## src/verilog/ssp_defs.svh

```systemverilog
`ifndef SSP_DEFS_SVH
`define SSP_DEFS_SVH

// register offsets on the plain register port
`define SSP_ADDR_W 3
`define SSP_OFF_BAUD_CTL 3'h0
`define SSP_OFF_RX_STAT 3'h1
`define SSP_OFF_DIV_LO 3'h2
`define SSP_OFF_DIV_HI 3'h3
`define SSP_OFF_TX_DATA 3'h4
`define SSP_OFF_TX_STAT 3'h5
`define SSP_OFF_RX_TOP 3'h6
`define SSP_OFF_FLAGS 3'h7

// baud_control bits
`define SSP_B_POL 4
`define SSP_B_WIDE 3
// receive_status_control bits
`define SSP_B_PEN 7
`define SSP_B_RX9 6
`define SSP_B_SRE 5
`define SSP_B_CRE 4
`define SSP_B_OVR 1
`define SSP_B_RX_NINTH_BIT_VALUE 0
// transmit_status_control bits
`define SSP_B_MST 7
`define SSP_B_TX9 6
`define SSP_B_TRANSMIT_ENABLE 5
`define SSP_B_SYNC 4
`define SSP_B_HSB 2
`define SSP_B_SHIFTER_EMPTY_FLAG 1
`define SSP_B_TX_NINTH_BIT_VALUE 0
// flags register bits
`define SSP_B_PEND 1
`define SSP_B_TBE 0

// character lengths and reset values
`define SSP_BITS_8 4'h8
`define SSP_BITS_9 4'h9
`define SSP_RST_BYTE 8'h00
`define SSP_RST_CHAR 9'h000
`define SSP_RST_CNT 4'h0
`define SSP_RST_DIV 16'h0000

`endif

```

## src/verilog/ssp_pkg.sv

```systemverilog
// ----------------------------------------
// shared types
// ----------------------------------------
package ssp_pkg;

	// engine state, one-hot
	typedef enum logic [2:0] {
		ST_IDLE = 3'b001,
		ST_TX = 3'b010,
		ST_RX = 3'b100
	} ssp_state_t;

endpackage : ssp_pkg

```

## src/verilog/ssp_baud.sv

```systemverilog
`timescale 1ns/1ns
`default_nettype none
`include "ssp_defs.svh"

// half bit period timer: one tick every limit+1 clocks while run is high (limit is divisor, or its low byte in narrow mode)
module ssp_baud (
	input wire logic clk,
	input wire logic rst_b,
	input wire logic run,
	input wire logic [15:0] divisor,
	input wire logic wide,
	output logic tick
);

	logic [15:0] cnt;
	logic [15:0] limit;

	// narrow counter mode only uses the low byte
	assign limit = wide ? divisor : {8'h00, divisor[7:0]};

	// count restarts whenever the engine stops, so every frame starts alike
	always_ff @(posedge clk) begin
		if (!rst_b || !run) begin
			cnt <= `SSP_RST_DIV;
			tick <= 1'b0;
		end else if (cnt == limit) begin
			cnt <= `SSP_RST_DIV;
			tick <= 1'b1;
		end else begin
			cnt <= cnt + 16'h0001;
			tick <= 1'b0;
		end
	end
endmodule : ssp_baud

`default_nettype wire

```

## src/verilog/ssp_port.sv

```systemverilog
// The address map and strobed register access were decided locally.
`timescale 1ns/1ns
`default_nettype none
`include "ssp_defs.svh"

// Notes on behaviour
// sync mode select; master when source set
// transmit only with both receive enables clear
// port enable off resets receive, transmit
// master drives clock pin when configured
// one clock per data bit, no extras
// polarity sets idle level and change edge
// no start or stop bits
// master transmit drives data and clock
// holding moves to shifter when shifter empty
// data changes on leading edge only
// shifter not reachable by software
// software sets up before writing holding
// master receive releases data pin
// single receive: one character, then cleared
// continuous clocks; clear aborts partial character
// both set: single cleared, continuous continues
// sample on trailing edge, push, pending
// fifo top read gives oldest low byte
// slave takes clock from pin, undriven
// third character overruns, fifo kept, stop
// overrun clear by read or continuous off
// ninth bit shifted, shown for oldest
// buffer empty flag set on handover
// shifter empty flag shows transmitter idle
// least significant bit first, ninth last
module ssp_port
	import ssp_pkg::*;
#(
	parameter int FIFO_DEPTH = 2
) (
	input wire logic clk,
	input wire logic rst_b,
	input wire logic [`SSP_ADDR_W-1:0] reg_addr,
	input wire logic [7:0] reg_wdata,
	input wire logic reg_wr,
	input wire logic reg_rd,
	output logic [7:0] reg_rdata,
	input wire logic clock_pin_in,
	output logic clock_pin_out,
	output logic clock_pin_oe_b,
	input wire logic data_pin_in,
	output logic data_pin_out,
	output logic data_pin_oe_b
);

	localparam int PW = (FIFO_DEPTH > 1) ? $clog2(FIFO_DEPTH) : 1;
	localparam int CW = $clog2(FIFO_DEPTH + 1);

	// ----------------------------------------
	// software state
	// ----------------------------------------
	logic clock_polarity, wide_baud_counter;
	logic [7:0] baud_divisor_low, baud_divisor_high;
	logic port_enable, rx_ninth_bit_en, single_receive_en, continuous_receive_en;
	logic clock_source_master, tx_ninth_bit_en, transmit_enable;
	logic clocked_mode_select, high_speed_baud, tx_ninth_bit_value;
	logic [7:0] hold_data;
	logic hold_full;

	// ----------------------------------------
	// engine state
	// ----------------------------------------
	ssp_state_t state;
	logic [8:0] tx_sh, rx_sh;
	logic [3:0] tx_cnt, rx_cnt;
	logic phase, baud_tick, data_out;
	logic ck_s1, ck_s2, ck_s3, dt_s1, dt_s2;
	logic overrun_flag, ovr_cont;
	logic [8:0] fifo_mem [FIFO_DEPTH];
	logic [PW-1:0] rd_ptr, wr_ptr;
	logic [CW-1:0] fifo_count;

	logic wr_baud, wr_rxs, wr_lo, wr_hi, wr_txd, wr_txs, rd_top;
	logic sync_on, rx_mode, tx_mode, running;
	logic [3:0] tx_nbits, rx_nbits;
	logic pin_lead, pin_trail, lead_ev, trail_ev;
	logic load, rx_start, tx_done, rx_done, fifo_full, push, pop;
	logic ovr_set, ovr_clr;
	logic [8:0] rx_word, rx_char;

	// register port decode
	assign wr_baud = reg_wr && reg_addr == `SSP_OFF_BAUD_CTL;
	assign wr_rxs = reg_wr && reg_addr == `SSP_OFF_RX_STAT;
	assign wr_lo = reg_wr && reg_addr == `SSP_OFF_DIV_LO;
	assign wr_hi = reg_wr && reg_addr == `SSP_OFF_DIV_HI;
	assign wr_txd = reg_wr && reg_addr == `SSP_OFF_TX_DATA;
	assign wr_txs = reg_wr && reg_addr == `SSP_OFF_TX_STAT;
	assign rd_top = reg_rd && reg_addr == `SSP_OFF_RX_TOP;

	// ----------------------------------------
	// mode decode
	// ----------------------------------------
	// sync and master
	assign sync_on = port_enable && clocked_mode_select;
	// transmit versus receive
	assign rx_mode = single_receive_en || continuous_receive_en;
	assign tx_mode = !rx_mode && transmit_enable;
	// data bits only, no framing
	assign tx_nbits = tx_ninth_bit_en ? `SSP_BITS_9 : `SSP_BITS_8;
	assign rx_nbits = rx_ninth_bit_en ? `SSP_BITS_9 : `SSP_BITS_8;
	assign running = sync_on && clock_source_master && state != ST_IDLE;

	// ----------------------------------------
	// control registers
	// ----------------------------------------
	// baud and polarity setup
	always_ff @(posedge clk) begin
		if (!rst_b) begin
			clock_polarity <= 1'b0;
			wide_baud_counter <= 1'b0;
			baud_divisor_low <= `SSP_RST_BYTE;
			baud_divisor_high <= `SSP_RST_BYTE;
		end else begin
			if (wr_baud) begin
				clock_polarity <= reg_wdata[`SSP_B_POL];
				wide_baud_counter <= reg_wdata[`SSP_B_WIDE];
			end
			if (wr_lo)
				baud_divisor_low <= reg_wdata;
			if (wr_hi)
				baud_divisor_high <= reg_wdata;
		end
	end

	// receive control; a software write beats the hardware clear
	always_ff @(posedge clk) begin
		if (!rst_b) begin
			port_enable <= 1'b0;
			rx_ninth_bit_en <= 1'b0;
			single_receive_en <= 1'b0;
			continuous_receive_en <= 1'b0;
		end else if (wr_rxs) begin
			port_enable <= reg_wdata[`SSP_B_PEN];
			rx_ninth_bit_en <= reg_wdata[`SSP_B_RX9];
			single_receive_en <= reg_wdata[`SSP_B_SRE];
			continuous_receive_en <= reg_wdata[`SSP_B_CRE];
		// single enable drops after a character
		end else if (rx_done) begin
			single_receive_en <= 1'b0;
		end
	end

	// transmit control
	always_ff @(posedge clk) begin
		if (!rst_b) begin
			clock_source_master <= 1'b0;
			tx_ninth_bit_en <= 1'b0;
			transmit_enable <= 1'b0;
			clocked_mode_select <= 1'b0;
			high_speed_baud <= 1'b0;
			tx_ninth_bit_value <= 1'b0;
		end else if (wr_txs) begin
			clock_source_master <= reg_wdata[`SSP_B_MST];
			tx_ninth_bit_en <= reg_wdata[`SSP_B_TX9];
			transmit_enable <= reg_wdata[`SSP_B_TRANSMIT_ENABLE];
			clocked_mode_select <= reg_wdata[`SSP_B_SYNC];
			high_speed_baud <= reg_wdata[`SSP_B_HSB];
			tx_ninth_bit_value <= reg_wdata[`SSP_B_TX_NINTH_BIT_VALUE];
		end
	end

	// holding register; a write in the load cycle keeps it full
	always_ff @(posedge clk) begin
		if (!rst_b) begin
			hold_data <= `SSP_RST_BYTE;
			hold_full <= 1'b0;
		end else begin
			if (wr_txd)
				hold_data <= reg_wdata;
			if (wr_txd)
				hold_full <= 1'b1;
			// disabled port drops pending data
			else if (!sync_on)
				hold_full <= 1'b0;
			// handover empties holding
			else if (load)
				hold_full <= 1'b0;
		end
	end

	// ----------------------------------------
	// pin synchronisers and edge finding
	// ----------------------------------------
	always_ff @(posedge clk) begin
		if (!rst_b) begin
			ck_s1 <= 1'b0;
			ck_s2 <= 1'b0;
			ck_s3 <= 1'b0;
			dt_s1 <= 1'b0;
			dt_s2 <= 1'b0;
		end else begin
			ck_s1 <= clock_pin_in;
			ck_s2 <= ck_s1;
			ck_s3 <= ck_s2;
			dt_s1 <= data_pin_in;
			dt_s2 <= dt_s1;
		end
	end

	// slave edges come from the pin
	// polarity picks which edge leads
	assign pin_lead = clock_polarity ? (ck_s3 && !ck_s2) : (ck_s2 && !ck_s3);
	assign pin_trail = clock_polarity ? (ck_s2 && !ck_s3) : (ck_s3 && !ck_s2);
	assign lead_ev = clock_source_master ? (baud_tick && !phase) : pin_lead;
	assign trail_ev = clock_source_master ? (baud_tick && phase) : pin_trail;

	// ----------------------------------------
	// master bit clock
	// ----------------------------------------
	ssp_baud u_baud (
		.clk(clk),
		.rst_b(rst_b),
		.run(running),
		.divisor({baud_divisor_high, baud_divisor_low}),
		.wide(wide_baud_counter),
		.tick(baud_tick)
	);

	// phase runs only during a character, stops at once
	always_ff @(posedge clk) begin
		if (!rst_b || !running)
			phase <= 1'b0;
		else if (baud_tick)
			phase <= !phase;
	end

	// ----------------------------------------
	// sequencing
	// ----------------------------------------
	// load straight away when the shifter is empty
	assign load = state == ST_IDLE && hold_full && tx_mode && sync_on;
	assign rx_start = state == ST_IDLE && rx_mode && sync_on && !overrun_flag;
	assign tx_done = state == ST_TX && trail_ev && tx_cnt == tx_nbits;
	assign rx_done = state == ST_RX && trail_ev && rx_cnt == rx_nbits - 4'h1;
	assign fifo_full = fifo_count == CW'(FIFO_DEPTH);
	assign push = rx_done && !fifo_full;
	assign pop = rd_top && fifo_count != '0;

	// engine state machine
	always_ff @(posedge clk) begin
		// port off returns the engine to idle
		if (!rst_b || !sync_on) begin
			state <= ST_IDLE;
		end else begin
			case (state)
				ST_IDLE: begin
					if (load)
						state <= ST_TX;
					else if (rx_start)
						state <= ST_RX;
				end
				ST_TX: begin
					if (tx_done || !tx_mode)
						state <= ST_IDLE;
				end
				// leaving receive mode drops the partial character
				ST_RX: begin
					if (!rx_mode)
						state <= ST_IDLE;
					else if (rx_done && (fifo_full || !continuous_receive_en))
						state <= ST_IDLE;
				end
				default: state <= ST_IDLE;
			endcase
		end
	end

	// ----------------------------------------
	// transmit shifter, never mapped for software
	// ----------------------------------------
	// lsb first, ninth bit last
	always_ff @(posedge clk) begin
		if (!rst_b) begin
			tx_sh <= `SSP_RST_CHAR;
			tx_cnt <= `SSP_RST_CNT;
			data_out <= 1'b0;
		end else if (load) begin
			tx_sh <= {tx_ninth_bit_value, hold_data};
			tx_cnt <= `SSP_RST_CNT;
		// bit changes on the leading edge only
		end else if (state == ST_TX && lead_ev && tx_cnt != tx_nbits) begin
			data_out <= tx_sh[0];
			tx_sh <= {1'b0, tx_sh[8:1]};
			tx_cnt <= tx_cnt + 4'h1;
		end
	end

	// ----------------------------------------
	// receive shifter
	// ----------------------------------------
	assign rx_word = {dt_s2, rx_sh[8:1]};
	// ninth bit arrives last and lands on top
	assign rx_char = rx_ninth_bit_en ? rx_word : {1'b0, rx_word[8:1]};

	// sample on the trailing edge
	always_ff @(posedge clk) begin
		if (!rst_b) begin
			rx_sh <= `SSP_RST_CHAR;
			rx_cnt <= `SSP_RST_CNT;
		end else if (state != ST_RX) begin
			rx_cnt <= `SSP_RST_CNT;
		end else if (trail_ev) begin
			rx_sh <= rx_word;
			rx_cnt <= rx_done ? `SSP_RST_CNT : rx_cnt + 4'h1;
		end
	end

	// ----------------------------------------
	// receive fifo
	// ----------------------------------------
	// one storage word per entry
	for (genvar i = 0; i < FIFO_DEPTH; i++) begin : g_entry
		always_ff @(posedge clk) begin
			if (!rst_b)
				fifo_mem[i] <= `SSP_RST_CHAR;
			else if (push && wr_ptr == PW'(i))
				fifo_mem[i] <= rx_char;
		end
	end

	// pointers and fill level; a disabled port empties it
	always_ff @(posedge clk) begin
		if (!rst_b || !sync_on) begin
			rd_ptr <= '0;
			wr_ptr <= '0;
			fifo_count <= '0;
		end else begin
			if (push)
				wr_ptr <= (wr_ptr == PW'(FIFO_DEPTH - 1)) ? '0 : wr_ptr + PW'(1);
			if (pop)
				rd_ptr <= (rd_ptr == PW'(FIFO_DEPTH - 1)) ? '0 : rd_ptr + PW'(1);
			case ({push, pop})
				2'b10: fifo_count <= fifo_count + CW'(1);
				2'b01: fifo_count <= fifo_count - CW'(1);
				default: fifo_count <= fifo_count;
			endcase
		end
	end

	// ----------------------------------------
	// overrun
	// ----------------------------------------
	// a full fifo keeps its words
	assign ovr_set = rx_done && fifo_full && !overrun_flag;
	// clear path depends on the mode at the error
	assign ovr_clr = ovr_cont ? !continuous_receive_en : rd_top;

	// set beats a same cycle clear
	always_ff @(posedge clk) begin
		if (!rst_b || !sync_on) begin
			overrun_flag <= 1'b0;
			ovr_cont <= 1'b0;
		end else if (ovr_set) begin
			overrun_flag <= 1'b1;
			ovr_cont <= continuous_receive_en;
		end else if (ovr_clr) begin
			overrun_flag <= 1'b0;
		end
	end

	// ----------------------------------------
	// read port, data one cycle after the strobe
	// ----------------------------------------
	// status and oldest character
	always_ff @(posedge clk) begin
		if (!rst_b) begin
			reg_rdata <= `SSP_RST_BYTE;
		end else if (reg_rd) begin
			case (reg_addr)
				`SSP_OFF_BAUD_CTL: reg_rdata <= {3'h0, clock_polarity, wide_baud_counter, 3'h0};
				`SSP_OFF_RX_STAT: reg_rdata <= {port_enable, rx_ninth_bit_en,
					single_receive_en, continuous_receive_en, 2'h0, overrun_flag,
					fifo_count != '0 && fifo_mem[rd_ptr][8]};
				`SSP_OFF_DIV_LO: reg_rdata <= baud_divisor_low;
				`SSP_OFF_DIV_HI: reg_rdata <= baud_divisor_high;
				`SSP_OFF_TX_DATA: reg_rdata <= hold_data;
				`SSP_OFF_TX_STAT: reg_rdata <= {clock_source_master, tx_ninth_bit_en,
					transmit_enable, clocked_mode_select, 1'b0, high_speed_baud,
					state != ST_TX, tx_ninth_bit_value};
				`SSP_OFF_RX_TOP: reg_rdata <= fifo_count != '0 ? fifo_mem[rd_ptr][7:0] : 8'h00;
				`SSP_OFF_FLAGS: reg_rdata <= {6'h00, fifo_count != '0, !hold_full};
				default: reg_rdata <= `SSP_RST_BYTE;
			endcase
		end
	end

	// ----------------------------------------
	// pins
	// ----------------------------------------
	// drivers follow the configured mode
	assign clock_pin_out = clock_polarity ^ phase;
	assign clock_pin_oe_b = !(sync_on && clock_source_master && (tx_mode || rx_mode));
	assign data_pin_oe_b = !(sync_on && tx_mode);
	assign data_pin_out = data_out;
endmodule : ssp_port

`default_nettype wire
```

## config.mk

```make
export PLATFORM = sky130hd
export DESIGN_NAME = ssp_port
export DESIGN_NICKNAME = d
export VERILOG_FILES = /design/src/verilog/ssp_pkg.sv /design/src/verilog/ssp_baud.sv /design/src/verilog/ssp_port.sv
export VERILOG_INCLUDE_DIRS = /design/src /design/src/verilog
export SDC_FILE = /design/constraint.sdc
export NUM_CORES = 1
export LEC_CHECK = 0
export BUFFER_PORTS_ARGS = -buffer_cell sky130_fd_sc_hd__buf_2
export CELL_PAD_IN_SITES_DETAIL_PLACEMENT = 1
export CELL_PAD_IN_SITES_GLOBAL_PLACEMENT = 2
export CORE_UTILIZATION = 35
export CTS_CLUSTER_DIAMETER = 150
export CTS_CLUSTER_SIZE = 8
export DETAILED_ROUTE_END_ITERATION = 6
export PLACE_DENSITY_LB_ADDON = 0.1
export SLEW_MARGIN = 20
export SYNTH_ARGS = -nofsm -noshare
export SYNTH_HDL_FRONTEND = slang
export SYNTH_SLANG_ARGS = --single-unit
```

## constraint.sdc

```tcl
create_clock -name clk -period 2.4 [get_ports clk]
set_input_delay 0.6 -clock clk [delete_from_list [all_inputs] [get_ports clk]]
set_output_delay 0.6 -clock clk [all_outputs]
set_load 0.02 [all_outputs]
```

==> flow_summary.yaml <==
status:
  outcome: "finished, final reports clean"
clocking:
  cts_buffer_depth: 2
  holdBufCountCts: 0
  htreeDepth: 4
  clk_pin_slew_worst_paths_ns: 0.05
  cts-root-buf: "clkbuf_16"
  cts_tree: "yes"
  cts_sinks: 122
  clk-insertion-delay-late_ns: 0.42
  cts_made_buffers: 17
  post-cts-setup-buffers: 0
  cts-resized-gates: 0
setup_path:
  rr_worst_depth: 8
  crit_arrival_ns: 2.59
  slowest_stage: "or3b_4"
  critical_path.max_stage_delay_ns: 0.41
  worstPathRequired_ns: 2.74
  cp_cell_sequence: "or3b_4 -> a31oi_4 -> nand3_2 -> nor2b_4 -> inv_2 -> ha_1 -> or3_1 -> a21oi_1"
  end_kind: "flop"
  critPathLaunchType: "flop"
  path_max_fanout: 4
  critical_path_class: "reg2reg"
layout:
  final_common_cell: "dfxtp_1"
  fill_cells: 1895
  final_area_mm2: 0.00675
  syn_to_final_growth_pct: 17.7
  multiInputGateArea_mm2: 0.00296
  finalNonFillerCells: 909
  antenna_cells: 0
  regArea_mm2: 0.00262
  layout-drive-gt1-share: 0.126
  fin_nets: 701
  layout_common_cells: "104 x dfxtp_1, 98 x nand2_1, 76 x nor2_1"
timing:
  final_hold_viol_count: 0
  max_freq_mhz: 444
  tightest_slew_ns: 0.571
  fin_ws_ns: 0.149
  finalCriticalPeriod_ns: 2.25
  slew_viol_final: 0
  max_slew_margin: 0.618
  finalSetupViolCount: 0
  tns_ns: 0
  finalClockSkew_ns: 0.0107
  period_share: 0.938
  rsz0062_at_grt: "false"
die:
  num_io_pins: 29
  rows: 46
  dieHeight_um: 130
  initial_core_util: 0.360
  die_area_mm2: 0.0169
  core_area_mm2: 0.0159
  die_w_um: 130
global_routing:
  track_usage: 0.213
  grt_pass1_wl_mm: 26.7
  antenna_found_initial: 0
  gr-total-overflow: 0
  grt_pass1_vias: 4814
  grt_max_degree: 85
yosys:
  synth_edf_count: 18
  syn_nets: 662
  ys.flop_type: "dfxtp_1"
  yosys_warnings: 0
  netlist_area_mm2: 0.00573
  syn_area_per_cell_um2: 8.94
  synth_largest_area_cell: "dfxtp_1"
  ys_seq_elements: 122
  ys_seq_area_frac: 0.458
  synth.area.top_cells: "dfxtp_1 36%, edfxtp_1 9.4%, mux2i_1 7.3%, nand2_1 6.4%, nor2_1 5.0%"
  synthArstFlopShare: 0
  netlist_instances: 641
  synth_top_area_share: 0.363
  yosysUniqueCellTypes: 63
detailed_routing:
  vias: 4731
  met3_length_um: 570
  drt-met1-wl_mm: 8.21
  ant_nets: 0
  wl_per_cell_um: 17.9
  routed_wl_mm: 16.3
  routed.top_layer: "met4"
  first_iter_violations: 199
  dr_wl_met2_mm: 7.31
  drc: 0
  drtPass1Iterations: 4
  via_per_inst: 5.20
placed_design:
  placed_area_mm2: 0.00620
  dp_slack_ns: 0.148
  post-place-cells: 877
  gp_congestion: 0.800
  portBuffers: 28
  dpl.hpwl_mm: 11.9
run:
  drv_cap: 0
power_and_ir_drop:
  p_per_area_mw_per_mm2: 706
  ir_drop_uv: 473
  leakage_uw: 0.00247
hold_path:
  hp-class: "in2reg"
  min_path_cells: 2
## final timing paths
| kind | end | slack [ns] | startpoint |
|---|---|---|---|
| worst max-delay path | fifo_count[1] | 0.15 | ck_s3 |
| worst min register to register | dt_s2 | 0.44 | dt_s1 |
| worst max register to register | fifo_count[1] | 0.15 | ck_s3 |
| worst min-delay path | dt_s1 | 0.39 | data_pin_in |
## per-layer routing
| metal | GRT usage | up-vias |
|---|---|---|
| li1 | - | 2318 |
| met1 | 0.296 | 2302 |
| met2 | 0.325 | 92 |
| met3 | 0.0496 | 19 |
| met4 | 0.0725 | 0 |
| met5 | 0 | - |
## synth_stat cells (2+ instances only)
cell       count
a21boi_0       2
a21boi_1      26
a21oi_1       22
a221oi_1       2
a22oi_1        7
a31oi_1        5
and2_1         9
and3_1         4
buf_1          2
clkbuf_1      25
dfxtp_1      104
edfxtp_1      18
ha_1           4
inv_1          9
mux2_2         4
mux2i_1       42
nand2_1       98
nand3_1       25
nand3_2        2
nand3b_1       7
nand4_1        6
nor2_1        76
nor2b_1       24
nor3_1         5
nor3b_1        2
o2111ai_1      2
o211a_1        5
o211ai_1       2
o21ai_0       15
o21ai_1        7
o221ai_1       6
o22ai_1        7
or3_1          4
xnor2_1       17
xor2_1        18
## cells by family after synthesis
| logic type | after synthesis | synth area share |
|---|---|---|
| AOI/OAI and AO/OA | 120 | 0.146 |
| and+or+nand+nor | 275 | 0.227 |
| buffers and inverters | 39 | 0.0264 |
| muxes | 46 | 0.0812 |
| xor gates and xnor gates | 35 | 0.0535 |
| DFF | 122 | 0.458 |
| adders and majority gates | 4 | 0.00873 |
## state kept, by name, summed over array words and instances, names as in the netlist, 4 cells and up, named ones only
signal	cells
hold_data	8
fifo_mem	18
tx_sh	9
reg_rdata	8
baud_divisor_low	8
u_baud.cnt	16
rx_cnt	4
rx_sh	8
tx_cnt	4
baud_divisor_high	8
## where the power goes
part,leakage [uW],switching (uW),internal [uW]
Sequential,0.00101,31.5,2110
Clock,0.000267,893,1500
Combinational,0.00119,143,86.7
Total,0.00247,1070,3700
## area by class of cell
class                           instances  area share
Inverter                               10     0.00556
Clock buffer                           20      0.0647
Timing Repair Buffer                   49      0.0460
Multi-Input combinational cell        480       0.439
Sequential cell                       122       0.389
Clock inverter                         12      0.0159
Tap cell                              216      0.0401
## critical path: cells and delay by family, from the launching register on
kind | cells | cell delay (ns)
flops | 1 | 0.36
fa+ha+maj | 1 | 0.31
compound gates | 2 | 0.38
simple gates | 4 | 1.07
buf+inv | 1 | 0.06
## metrics by stage
stage | hold slack [ns] | total power [uW] | util
3_3_place_gp | 0.421 | 2410 | 0.389
3_5_place_dp | 0.431 | 2420 | 0.389
5_1_grt | 0.386 | 4950 | 0.423
4_1_cts | 0.380 | 4820 | 0.423
6_report | 0.392 | 4770 | 0.423
2_1_floorplan | 0.412 | 2310 | -
No activity file was read; power rests on OpenSTA's default activity.
